`src/sar_regs.svh`:
```
// Constants for the serial audio receiver: pin indices, lengths, ratios and timing.
`ifndef SAR_REGS_SVH
`define SAR_REGS_SVH
`define SAR_CLK_NS 8
`define SAR_STOP_NS 1500
`define SAR_STOP_CYC ((`SAR_STOP_NS + `SAR_CLK_NS - 1) / `SAR_CLK_NS)
`define SAR_DSP_MAX_LEN 8'h04
`define SAR_PACK_LEN 8'h10
`define SAR_WORD_MAX 5'h18
`define SAR_PACK_BITS 5'h10
`define SAR_FIFO_W 48
`define SAR_FIFO_DEPTH 16
`define SAR_MCLK_TOL 12'h008
`define SAR_R128 12'h080
`define SAR_R192 12'h0C0
`define SAR_R256 12'h100
`define SAR_R384 12'h180
`define SAR_R512 12'h200
`define SAR_R768 12'h300
`define SAR_DSPB_LAST 6'h1E
`define SAR_DSPA_LAST 6'h1F
`define SAR_LFSR_SEED 16'hACE1
`define SAR_PIN_MCLK 0
`define SAR_PIN_BCLK 1
`define SAR_PIN_LR 2
`define SAR_PIN_DIN 3
`define SAR_PIN_FMT 4
`endif

```
`src/sar_pkg.sv`:
```
// Types shared by the serial audio receiver.
package sar_pkg;
  // Framing in use; the two DSP variants differ in MSB position.
  typedef enum logic [1:0] {
    SAR_RJ = 2'b00,
    SAR_I2S = 2'b01,
    SAR_DSPA = 2'b10,
    SAR_DSPB = 2'b11
  } sar_fmt_t;
endpackage

```
`src/sar_fifo.sv`:
```
// Sample-pair FIFO between the serial receiver and the filter path.
`timescale 1ns/1ns
`default_nettype none
module sar_fifo #(
  parameter int W = 48, // Word width.
  parameter int DEPTH = 16 // Number of words.
) (
  input wire logic clock, // System clock.
  input wire logic sys_rst, // Synchronous reset, active high.
  input wire logic in_valid, // Write request.
  output logic in_ready, // Space available.
  input wire logic [W-1:0] in_data, // Write data.
  output logic out_valid, // Data available.
  input wire logic out_ready, // Consumer takes the word.
  output logic [W-1:0] out_data // Oldest word.
);
  localparam int AW = $clog2(DEPTH);
  logic [W-1:0] mem [DEPTH]; // Storage.
  logic [AW:0] wr_q; // Write pointer with wrap bit.
  logic [AW:0] rd_q; // Read pointer with wrap bit.
  wire logic wr_en; // Word accepted.
  wire logic rd_en; // Word removed.

  // Full when the pointers differ only in the wrap bit.
  assign in_ready = (wr_q ^ rd_q) != {1'b1, {AW{1'b0}}};
  assign out_valid = wr_q != rd_q;
  assign out_data = mem[rd_q[AW-1:0]];
  assign wr_en = in_valid && in_ready;
  assign rd_en = out_valid && out_ready;

  // Storage has no reset; only the pointers define what is valid.
  always_ff @(posedge clock) begin
    if (wr_en) begin
      mem[wr_q[AW-1:0]] <= in_data;
    end
  end

  // Pointers advance on each accepted transfer.
  always_ff @(posedge clock) begin
    if (sys_rst) begin
      wr_q <= '0;
      rd_q <= '0;
    end else begin
      if (wr_en) begin
        wr_q <= wr_q + 1'b1;
      end
      if (rd_en) begin
        rd_q <= rd_q + 1'b1;
      end
    end
  end
endmodule // sar_fifo
`default_nettype wire

```
`src/sar_rx.sv`:
```
// Serial audio receiver with clock-ratio check, stop detect and pair output.
`timescale 1ns/1ns
`default_nettype none
`include "sar_regs.svh"

////////////////////////////////////////////////////////////////////////////////
module sar_rx (
  input wire logic clock, // System clock, 125 MHz.
  input wire logic sys_rst, // Synchronous reset, active high.
  input wire logic mclk_pin, // Master clock pin.
  input wire logic bclk_pin, // Bit clock pin.
  input wire logic lrclk_pin, // Frame clock pin.
  input wire logic din_pin, // Serial data pin.
  input wire logic fmt_sel_pin, // Format select pin.
  input wire logic filt_ready, // Filter path takes a pair.
  output logic [23:0] pcm_left_q, // Left sample, MSB aligned.
  output logic [23:0] pcm_right_q, // Right sample, MSB aligned.
  output logic pcm_valid_q, // One-cycle strobe per pair.
  output sar_pkg::sar_fmt_t mode_q, // Framing in use.
  output logic packed16_q, // Packed 16-bit framing seen.
  output logic mute_q, // Output muted.
  output logic pwr_down_q, // Reduced-power state.
  output logic [2:0] ratio_q, // Detected ratio code.
  output logic mclk_tick_q, // Master clock rise strobe.
  output logic dither_q, // Dither bit for the modulator.
  output logic overrun_q // Pair lost to a full FIFO.
);
  ////////////////////////////////////////////////////////////////////////////
  // Pin synchronisers.
  logic [4:0] pin_s1_q; // First stage, read by stage two only.
  logic [4:0] pin_s2_q; // Second stage, safe to use.
  logic [4:0] pin_s3_q; // Delayed copy for edge finding.
  wire logic [4:0] pins_w; // Raw pins grouped.

  assign pins_w = {fmt_sel_pin, din_pin, lrclk_pin, bclk_pin, mclk_pin};

  // Every pin passes two flops before use.
  always_ff @(posedge clock) begin
    if (sys_rst) begin
      pin_s1_q <= 5'h00;
      pin_s2_q <= 5'h00;
      pin_s3_q <= 5'h00;
    end else begin
      pin_s1_q <= pins_w;
      pin_s2_q <= pin_s1_q;
      pin_s3_q <= pin_s2_q;
    end
  end

  wire logic b_rise; // Bit clock rising edge.
  wire logic m_rise; // Master clock rising edge.
  wire logic lr_rise; // Frame clock rise, free of bit clock.
  wire logic lr; // Synchronised frame clock.
  wire logic din; // Synchronised data.
  wire logic fsel; // Synchronised format select.

  assign b_rise = pin_s2_q[`SAR_PIN_BCLK] && !pin_s3_q[`SAR_PIN_BCLK];
  assign m_rise = pin_s2_q[`SAR_PIN_MCLK] && !pin_s3_q[`SAR_PIN_MCLK];
  assign lr_rise = pin_s2_q[`SAR_PIN_LR] && !pin_s3_q[`SAR_PIN_LR];
  assign lr = pin_s2_q[`SAR_PIN_LR];
  assign din = pin_s2_q[`SAR_PIN_DIN];
  assign fsel = pin_s2_q[`SAR_PIN_FMT];

  ////////////////////////////////////////////////////////////////////////////
  // Helper functions.

  // Left-align an n-bit word in 24 bits, zero below.
  function automatic logic [23:0] sar_align(input logic [23:0] w,
                                            input logic [4:0] n);
    sar_align = (n == 5'h00) ? 24'h000000 : (w << (`SAR_WORD_MAX - n));
  endfunction

  // True when count c lies within tolerance of ratio r.
  function automatic logic sar_near(input logic [11:0] c,
                                    input logic [11:0] r);
    sar_near = (c + `SAR_MCLK_TOL >= r) && (c <= r + `SAR_MCLK_TOL);
  endfunction

  // Ratio code with a match flag on top.
  function automatic logic [3:0] sar_ratio(input logic [11:0] c);
    if (sar_near(c, `SAR_R128)) sar_ratio = 4'h8;
    else if (sar_near(c, `SAR_R192)) sar_ratio = 4'h9;
    else if (sar_near(c, `SAR_R256)) sar_ratio = 4'hA;
    else if (sar_near(c, `SAR_R384)) sar_ratio = 4'hB;
    else if (sar_near(c, `SAR_R512)) sar_ratio = 4'hC;
    else if (sar_near(c, `SAR_R768)) sar_ratio = 4'hD;
    else sar_ratio = 4'h0;
  endfunction

  ////////////////////////////////////////////////////////////////////////////
  // Frame clock tracking at bit clock rises.
  logic lr_b_q; // Frame clock at the last bit clock rise.
  logic [7:0] cnt_q; // Rises since the last frame transition.
  logic [5:0] dcnt_q; // Rises since the last frame rise.
  logic dsp_q; // Short sync pulse framing.
  logic len16_q; // Previous half was exactly 16 clocks.
  wire logic tr; // Frame clock changed at this rise.
  wire logic fall_tr; // Falling transition.

  assign tr = b_rise && (lr != lr_b_q);
  assign fall_tr = tr && !lr;

  // Counters saturate so a stalled link cannot wrap them.
  always_ff @(posedge clock) begin
    if (sys_rst) begin
      lr_b_q <= 1'b0;
      cnt_q <= 8'h00;
      dcnt_q <= 6'h00;
    end else if (b_rise) begin
      lr_b_q <= lr;
      cnt_q <= tr ? 8'h00 : (cnt_q == 8'hFF ? cnt_q : cnt_q + 8'h01);
      dcnt_q <= (tr && lr) ? 6'h00 : (&dcnt_q ? dcnt_q : dcnt_q + 6'h01);
    end
  end

  // The high length is known at the fall; short means DSP.
  always_ff @(posedge clock) begin
    if (sys_rst) begin
      dsp_q <= 1'b0;
      len16_q <= 1'b0;
      packed16_q <= 1'b0;
    end else begin
      if (fall_tr) begin
        dsp_q <= (cnt_q + 8'h01) <= `SAR_DSP_MAX_LEN;
      end
      if (tr) begin
        len16_q <= (cnt_q + 8'h01) == `SAR_PACK_LEN;
        packed16_q <= len16_q && ((cnt_q + 8'h01) == `SAR_PACK_LEN);
      end
    end
  end

  ////////////////////////////////////////////////////////////////////////////
  // Format selection.
  sar_pkg::sar_fmt_t mode_w; // Framing in use now.

  assign mode_w = dsp_q ? (fsel ? sar_pkg::SAR_DSPA : sar_pkg::SAR_DSPB)
                        : (fsel ? sar_pkg::SAR_I2S : sar_pkg::SAR_RJ);

  ////////////////////////////////////////////////////////////////////////////
  // Shift registers, all MSB first.
  logic [23:0] i2s_sr_q; // I2S word being built.
  logic [4:0] i2s_n_q; // Bits held in it.
  logic [15:0] rj_sr_q; // Last 16 bits seen.
  logic [31:0] dsp_sr_q; // Last 32 bits seen.
  wire logic [4:0] max_w; // Bit limit for I2S.
  wire logic room_w; // I2S word still takes bits.
  wire logic [23:0] i2s_fin_w; // I2S word at the transition.
  wire logic [4:0] i2s_fn_w; // Its bit count.

  assign max_w = packed16_q ? `SAR_PACK_BITS : `SAR_WORD_MAX;
  assign room_w = i2s_n_q < max_w;
  // The I2S LSB lands on the rise that sees the transition.
  assign i2s_fin_w = room_w ? {i2s_sr_q[22:0], din} : i2s_sr_q;
  assign i2s_fn_w = room_w ? i2s_n_q + 5'h01 : i2s_n_q;

  // I2S restarts at each transition, so the MSB is the next rise.
  always_ff @(posedge clock) begin
    if (sys_rst) begin
      i2s_sr_q <= 24'h000000;
      i2s_n_q <= 5'h00;
    end else if (tr) begin
      i2s_sr_q <= 24'h000000;
      i2s_n_q <= 5'h00;
    end else if (b_rise && room_w) begin
      i2s_sr_q <= {i2s_sr_q[22:0], din};
      i2s_n_q <= i2s_n_q + 5'h01;
    end
  end

  // Right-justified and DSP words are read from free-running shifters.
  always_ff @(posedge clock) begin
    if (sys_rst) begin
      rj_sr_q <= 16'h0000;
      dsp_sr_q <= 32'h00000000;
    end else if (b_rise) begin
      rj_sr_q <= {rj_sr_q[14:0], din};
      dsp_sr_q <= {dsp_sr_q[30:0], din};
    end
  end

  ////////////////////////////////////////////////////////////////////////////
  // Word completion and pairing.
  wire logic is_left_w; // Half just ended carried left.
  wire logic [23:0] word_w; // Finished word of that half.
  wire logic dsp_done_w; // Last DSP bit arrives now.
  wire logic [31:0] dsp_w; // Both DSP words.
  wire logic push_w; // Pair complete.
  wire logic [23:0] pair_l_w; // Left of the pair.
  wire logic [23:0] pair_r_w; // Right of the pair.
  wire logic in_ready; // FIFO has space.
  logic [23:0] left_q; // Left word waiting for its right.

  assign is_left_w = (mode_w == sar_pkg::SAR_I2S) ? !lr_b_q
                                                  : lr_b_q;
  // Right-justified: the word ends on the rise before the transition.
  assign word_w = (mode_w == sar_pkg::SAR_I2S) ? sar_align(i2s_fin_w, i2s_fn_w)
                                               : {rj_sr_q, 8'h00};
  assign dsp_w = {dsp_sr_q[30:0], din};
  assign dsp_done_w = dsp_q && b_rise && !tr &&
                      (dcnt_q == (fsel ? `SAR_DSPA_LAST : `SAR_DSPB_LAST));
  assign push_w = dsp_q ? dsp_done_w : (tr && !is_left_w);
  assign pair_l_w = dsp_q ? {dsp_w[31:16], 8'h00} : left_q;
  assign pair_r_w = dsp_q ? {dsp_w[15:0], 8'h00} : word_w;

  // Hold the left word until its partner ends.
  always_ff @(posedge clock) begin
    if (sys_rst) begin
      left_q <= 24'h000000;
    end else if (tr && is_left_w && !dsp_q) begin
      left_q <= word_w;
    end
  end

  // The link cannot be stalled, so a full FIFO loses the pair.
  always_ff @(posedge clock) begin
    if (sys_rst) begin
      overrun_q <= 1'b0;
    end else if (push_w && !in_ready) begin
      overrun_q <= 1'b1;
    end
  end

  ////////////////////////////////////////////////////////////////////////////
  // Pair buffer toward the filter path.
  wire logic f_valid; // FIFO holds a pair.
  wire logic [47:0] f_data; // Oldest pair.

  sar_fifo #(
    .W(`SAR_FIFO_W),
    .DEPTH(`SAR_FIFO_DEPTH)
  ) u_fifo (
    .clock(clock),
    .sys_rst(sys_rst),
    .in_valid(push_w),
    .in_ready(in_ready),
    .in_data({pair_l_w, pair_r_w}),
    .out_valid(f_valid),
    .out_ready(filt_ready),
    .out_data(f_data)
  );

  // Muted pairs are still strobed, as silence.
  always_ff @(posedge clock) begin
    if (sys_rst) begin
      pcm_left_q <= 24'h000000;
      pcm_right_q <= 24'h000000;
      pcm_valid_q <= 1'b0;
      mode_q <= sar_pkg::SAR_RJ;
    end else begin
      pcm_valid_q <= f_valid && filt_ready;
      pcm_left_q <= mute_q ? 24'h000000 : f_data[47:24];
      pcm_right_q <= mute_q ? 24'h000000 : f_data[23:0];
      mode_q <= mode_w;
    end
  end

  ////////////////////////////////////////////////////////////////////////////
  // Master clock supervision.
  logic [11:0] mcnt_q; // Master clocks in this frame.
  logic [7:0] idle_q; // Cycles since the last master clock rise.
  logic [15:0] lfsr_q; // Dither source.
  wire logic [3:0] rat_w; // Match flag and code.
  wire logic [7:0] idle_d; // Next idle count.

  assign rat_w = sar_ratio(mcnt_q);
  assign idle_d = m_rise ? 8'h00 :
                  (idle_q == 8'(`SAR_STOP_CYC) ? idle_q : idle_q + 8'h01);

  // Count per frame; a faster master clock than we can sample looks wrong.
  always_ff @(posedge clock) begin
    if (sys_rst) begin
      mcnt_q <= 12'h000;
      ratio_q <= 3'h0;
      mute_q <= 1'b1;
    end else begin
      if (lr_rise) begin
        mcnt_q <= {11'h000, m_rise};
        ratio_q <= rat_w[2:0];
      end else if (m_rise && !(&mcnt_q)) begin
        mcnt_q <= mcnt_q + 12'h001;
      end
      if (pwr_down_q) begin
        mute_q <= 1'b1;
      end else if (lr_rise) begin
        mute_q <= !rat_w[3];
      end
    end
  end

  // Power down after the master clock has been quiet long enough.
  always_ff @(posedge clock) begin
    if (sys_rst) begin
      idle_q <= 8'(`SAR_STOP_CYC);
      pwr_down_q <= 1'b1;
      mclk_tick_q <= 1'b0;
    end else begin
      idle_q <= idle_d;
      pwr_down_q <= idle_d == 8'(`SAR_STOP_CYC);
      mclk_tick_q <= m_rise;
    end
  end

  // Dither steps with the master clock so it tracks the sample rate.
  always_ff @(posedge clock) begin
    if (sys_rst) begin
      lfsr_q <= `SAR_LFSR_SEED;
      dither_q <= 1'b0;
    end else if (m_rise) begin
      lfsr_q <= {lfsr_q[14:0], lfsr_q[15] ^ lfsr_q[13] ^ lfsr_q[12] ^ lfsr_q[10]};
      dither_q <= lfsr_q[0] && !mute_q;
    end
  end
endmodule // sar_rx
`default_nettype wire

```
`config.mk`:
```
export PLATFORM = sky130hd
export DESIGN_NAME = sar_rx
export DESIGN_NICKNAME = d
export VERILOG_FILES = /design/src/sar_pkg.sv /design/src/sar_fifo.sv /design/src/sar_rx.sv
export VERILOG_INCLUDE_DIRS = /design/src
export SDC_FILE = /design/constraint.sdc
export NUM_CORES = 1
export LEC_CHECK = 0
export CAP_MARGIN = 20
export CORE_MARGIN = 5
export CORE_UTILIZATION = 50
export CTS_CLUSTER_DIAMETER = 150
export DETAILED_ROUTE_END_ITERATION = 7
export DONT_BUFFER_PORTS = 1
export GPL_ROUTABILITY_DRIVEN = 1
export SLEW_MARGIN = 25
export SYNTH_ARGS = -nofsm -noshare
export SYNTH_HDL_FRONTEND = slang
export SYNTH_SLANG_ARGS = --single-unit
```
`constraint.sdc`:
```
create_clock -name clock -period 11.89 [get_ports clock]
set_input_delay 1.189 -clock clock [delete_from_list [all_inputs] [get_ports clock]]
set_output_delay 1.189 -clock clock [all_outputs]
set_load 0.02 [all_outputs]
```
==> flow_summary.ini <==
[place]
dp_slack_ns = 6.546
dp.cells = 3354
dpl.hpwl_um = 49300
gp_congestion = 0.8951
portBuffers = 0

[critical_path]
reg2reg_to = u_fifo.mem[12][23]
rrSetupSlack_ns = 6.84
critPathKind = reg -> reg
cp.required_ns = 12.25
reg2regPathDepth = 13
rr_startpoint = packed16_q
cp-startpoint = packed16_q
cp_max_fo = 33
cp-end-kind = flop
cp-start-kind = flop
cp.arrival_ns = 5.41

[job]
cap_violations = 0

[route]
post_drt_wl_per_cell_um = 25.68
postRouteWirelength_um = 90990
drc = 0
via_count = 21060
ant_nets = 0
first_pass_iters = 6
via_per_inst = 5.945
drt_iter0_drc = 1926

[die]
core_area_um2 = 77720
start_util_pct = 50.58
rows = 102
die_h_um = 290.4
die-area_um2 = 84330
io_pins = 68
die-width_um = 290.4

[timing]
rsz0062_at_grt = false
hold_viol = 0
tightest_slew_ns = 1.062
tns_ns = 0
relSlewSlack_pct = 29.21
fin_skew_ns = 0.02205
min_period_over_period_pct = 42.49
finalMaxSlewViolations = 0
period_minus_slack_ns = 5.053
max_clock_freq_mhz = 197.9
setup_viol = 0
worst_slack_ns = 6.837

[yosys]
ys_seq_area_share_pct = 69.87
synth.distinct_cells = 80
synth_cells = 2401
synth_top_area_share_pct = 58.67
synth_area_leaders = edfxtp_1, mux4_2, dfxtp_1
avgSynthCellArea_um2 = 16.37
synth_ff_type = edfxtp_1
yosys_warnings = 0
syn_area_um2 = 39310
synth_edf_count = 768
synth_top_area_cell = edfxtp_1
ys_seq_elements = 988
synth_nets = 2425
async_reset_ff_share_pct = 0
synth_most_common_cell = edfxtp_1
yosys-top-cells-count = edfxtp_1, nand2_1, mux4_2, dfxtp_1, nor2_1

[final_layout]
finalNetCount = 2440
fillerInstances = 6014
drive_above_1_share_pct = 20.70
fin_cells = 3543
multi_input_area_um2 = 11380
area_growth_syn_to_layout_pct = 11.78
register_area_um2 = 27480
final_core_util_pct = 56.54

[grt]
grt_use_total_pct = 21.31
grt_use_met3_pct = 2.973
grt-ovfl-total = 0
grt_first_pass_wirelength_um = 136700
top_usage_layer = met2
grt_pass1_vias = 21410
antenna_found_initial = 0
use_met2_pct = 36.21
grt_start_max_net_pins = 129
grt.met1_usage_pct = 29.68

[clocking]
post_cts.repair.setup_buffers = 0
clk_path_buf_depth = 3
cts_root_buffer = clkbuf_16
cts_made_buffers = 100
clk_pin_slew_ns = 0.06
holdBufCountCts = 0
cts_sinks = 988
clkLatencyLatePin_ns = 0.65
cts_tree = done
htreeDepth = 3
cts_resized = 0

[min_path]
min_to = pin_s2_q[1]
timing.hold.worst_path_depth = 1
min_from = pin_s1_q[1]
hp-class = reg -> reg

[run_status]
outcome = finished clean

[power]
vdd_ir_drop_max_uv = 138.9
pwr_density_cell_nw_per_um2 = 157.9
p_leak_nw = 13.64
==> per-stage QoR <==
stage / cell area [um2] / power [mW] / hold slack, ns
3_5_place_dp: 40610 / 3.915 / 0.4330
2_1_floorplan: 39310 / 3.888 / 0.4138
5_1_grt: 43940 / 7.168 / 0.4679
4_1_cts: 43880 / 7.006 / 0.4479
6_report: 43940 / 6.939 / 0.4446
3_3_place_gp: 40600 / 3.911 / 0.4293
==> worst max-delay path, cell delays in order (launching register included) <==
cell       delay, ns
dfxtp_1         0.60
o21a_1          0.78
nor2_1          0.18
or2_2           0.33
ha_1            0.28
buf_4           0.40
mux2i_1         0.19
nand2_1         0.10
a31oi_1         0.20
mux2i_1         0.34
inv_1           0.13
o21ai_0         0.18
o2111ai_1       0.35
a31oi_2         0.71
==> flip-flops by register name, indices dropped and copies added, names as in the netlist, 3 cells and up <==
name         flops
pcm_right_q     24
cnt_q            8
ratio_q          3
pin_s2_q         5
u_fifo.mem     768
rj_sr_q         15
idle_q           8
i2s_n_q          5
lfsr_q          16
mcnt_q          12
dsp_sr_q        16
pin_s3_q         3
u_fifo.wr_q      5
dcnt_q           6
u_fifo.rd_q      5
i2s_sr_q        24
left_q          24
pcm_left_q      24
pin_s1_q         5
==> power breakdown <==
| group | internal (mW) | total, mW | switching (mW) |
|---|---|---|---|
| combinational | 0.0567 | 0.135 | 0.0785 |
| clock | 1.81 | 3.10 | 1.29 |
| sequential | 3.69 | 3.71 | 0.0193 |
==> logic make-up (layout without fill, tap and decap cells) <==
family | count (synthesis) | after routing | synth area share, %
buffers and inverters | 167 | 268 | 1.655
XOR/XNOR | 50 | 50 | 1.181
AO/OA/AOI/OAI | 260 | 260 | 4.157
flip-flops | 988 | 988 | 69.87
other | 0 | 1 | 0
AND/OR/NAND/NOR | 617 | 617 | 7.197
adder cells (fa/ha/maj) | 16 | 16 | 0.5093
multiplexers | 303 | 303 | 15.43
==> cell type report <==
type,instances,share of cell area (%)
clock inverters,60,1.372
multi-input cells,1246,25.90
flip-flops and latches,988,62.54
well taps,1040,2.961
clock buffers,128,6.074
diodes,1,0.005695
repair buffers,53,0.9140
inverters,27,0.2306
==> per-layer routing <==
layer	routed length (um)	part of all wire, %	up-vias
met5	0	0	-
met4	1622	1.8	0
met3	4478	4.9	110
met2	46050	51	607
met1	38840	43	11010
li1	-	-	9331
==> how the worst max path moves through the flow <==
stage	end	slack, ns	cells past startpoint
2_1_floorplan	u_fifo.mem[3][0]	5.78	10
3_3_place_gp	u_fifo.mem[0][23]	6.86	13
3_5_place_dp	u_fifo.mem[3][23]	6.55	13
4_1_cts	u_fifo.mem[3][23]	6.53	13
5_1_grt	u_fifo.mem[12][23]	6.39	13
6_report	u_fifo.mem[12][23]	6.84	13
==> layout by cell type, fill, tap and decap left out, types with 6 or more instances in the layout <==
cell         n
edfxtp_1   768
nand2_1    255
mux4_2     240
dfxtp_1    215
nor2_1     131
a21oi_1    111
clkbuf_16  101
nor2b_1     67
buf_4       52
mux2i_1     40
o21ai_0     31
nand3_1     28
xnor2_1     26
nor3_1      25
clkinv_1    25
inv_1       24
clkbuf_1    23
xor2_1      22
mux2_2      22
a31oi_1     21
ha_1        16
clkinv_2    15
nand2b_1    14
a211oi_1    13
a22oi_1     13
nor2_4      12
nand4_1     11
bufinv_16   10
a311oi_1     9
nor2b_2      9
or3_1        9
nand3b_1     9
and3_1       8
nor4_1       7
or2_2        6
nor3_2       6
Note: power is estimated with default switching activity, not from simulation.
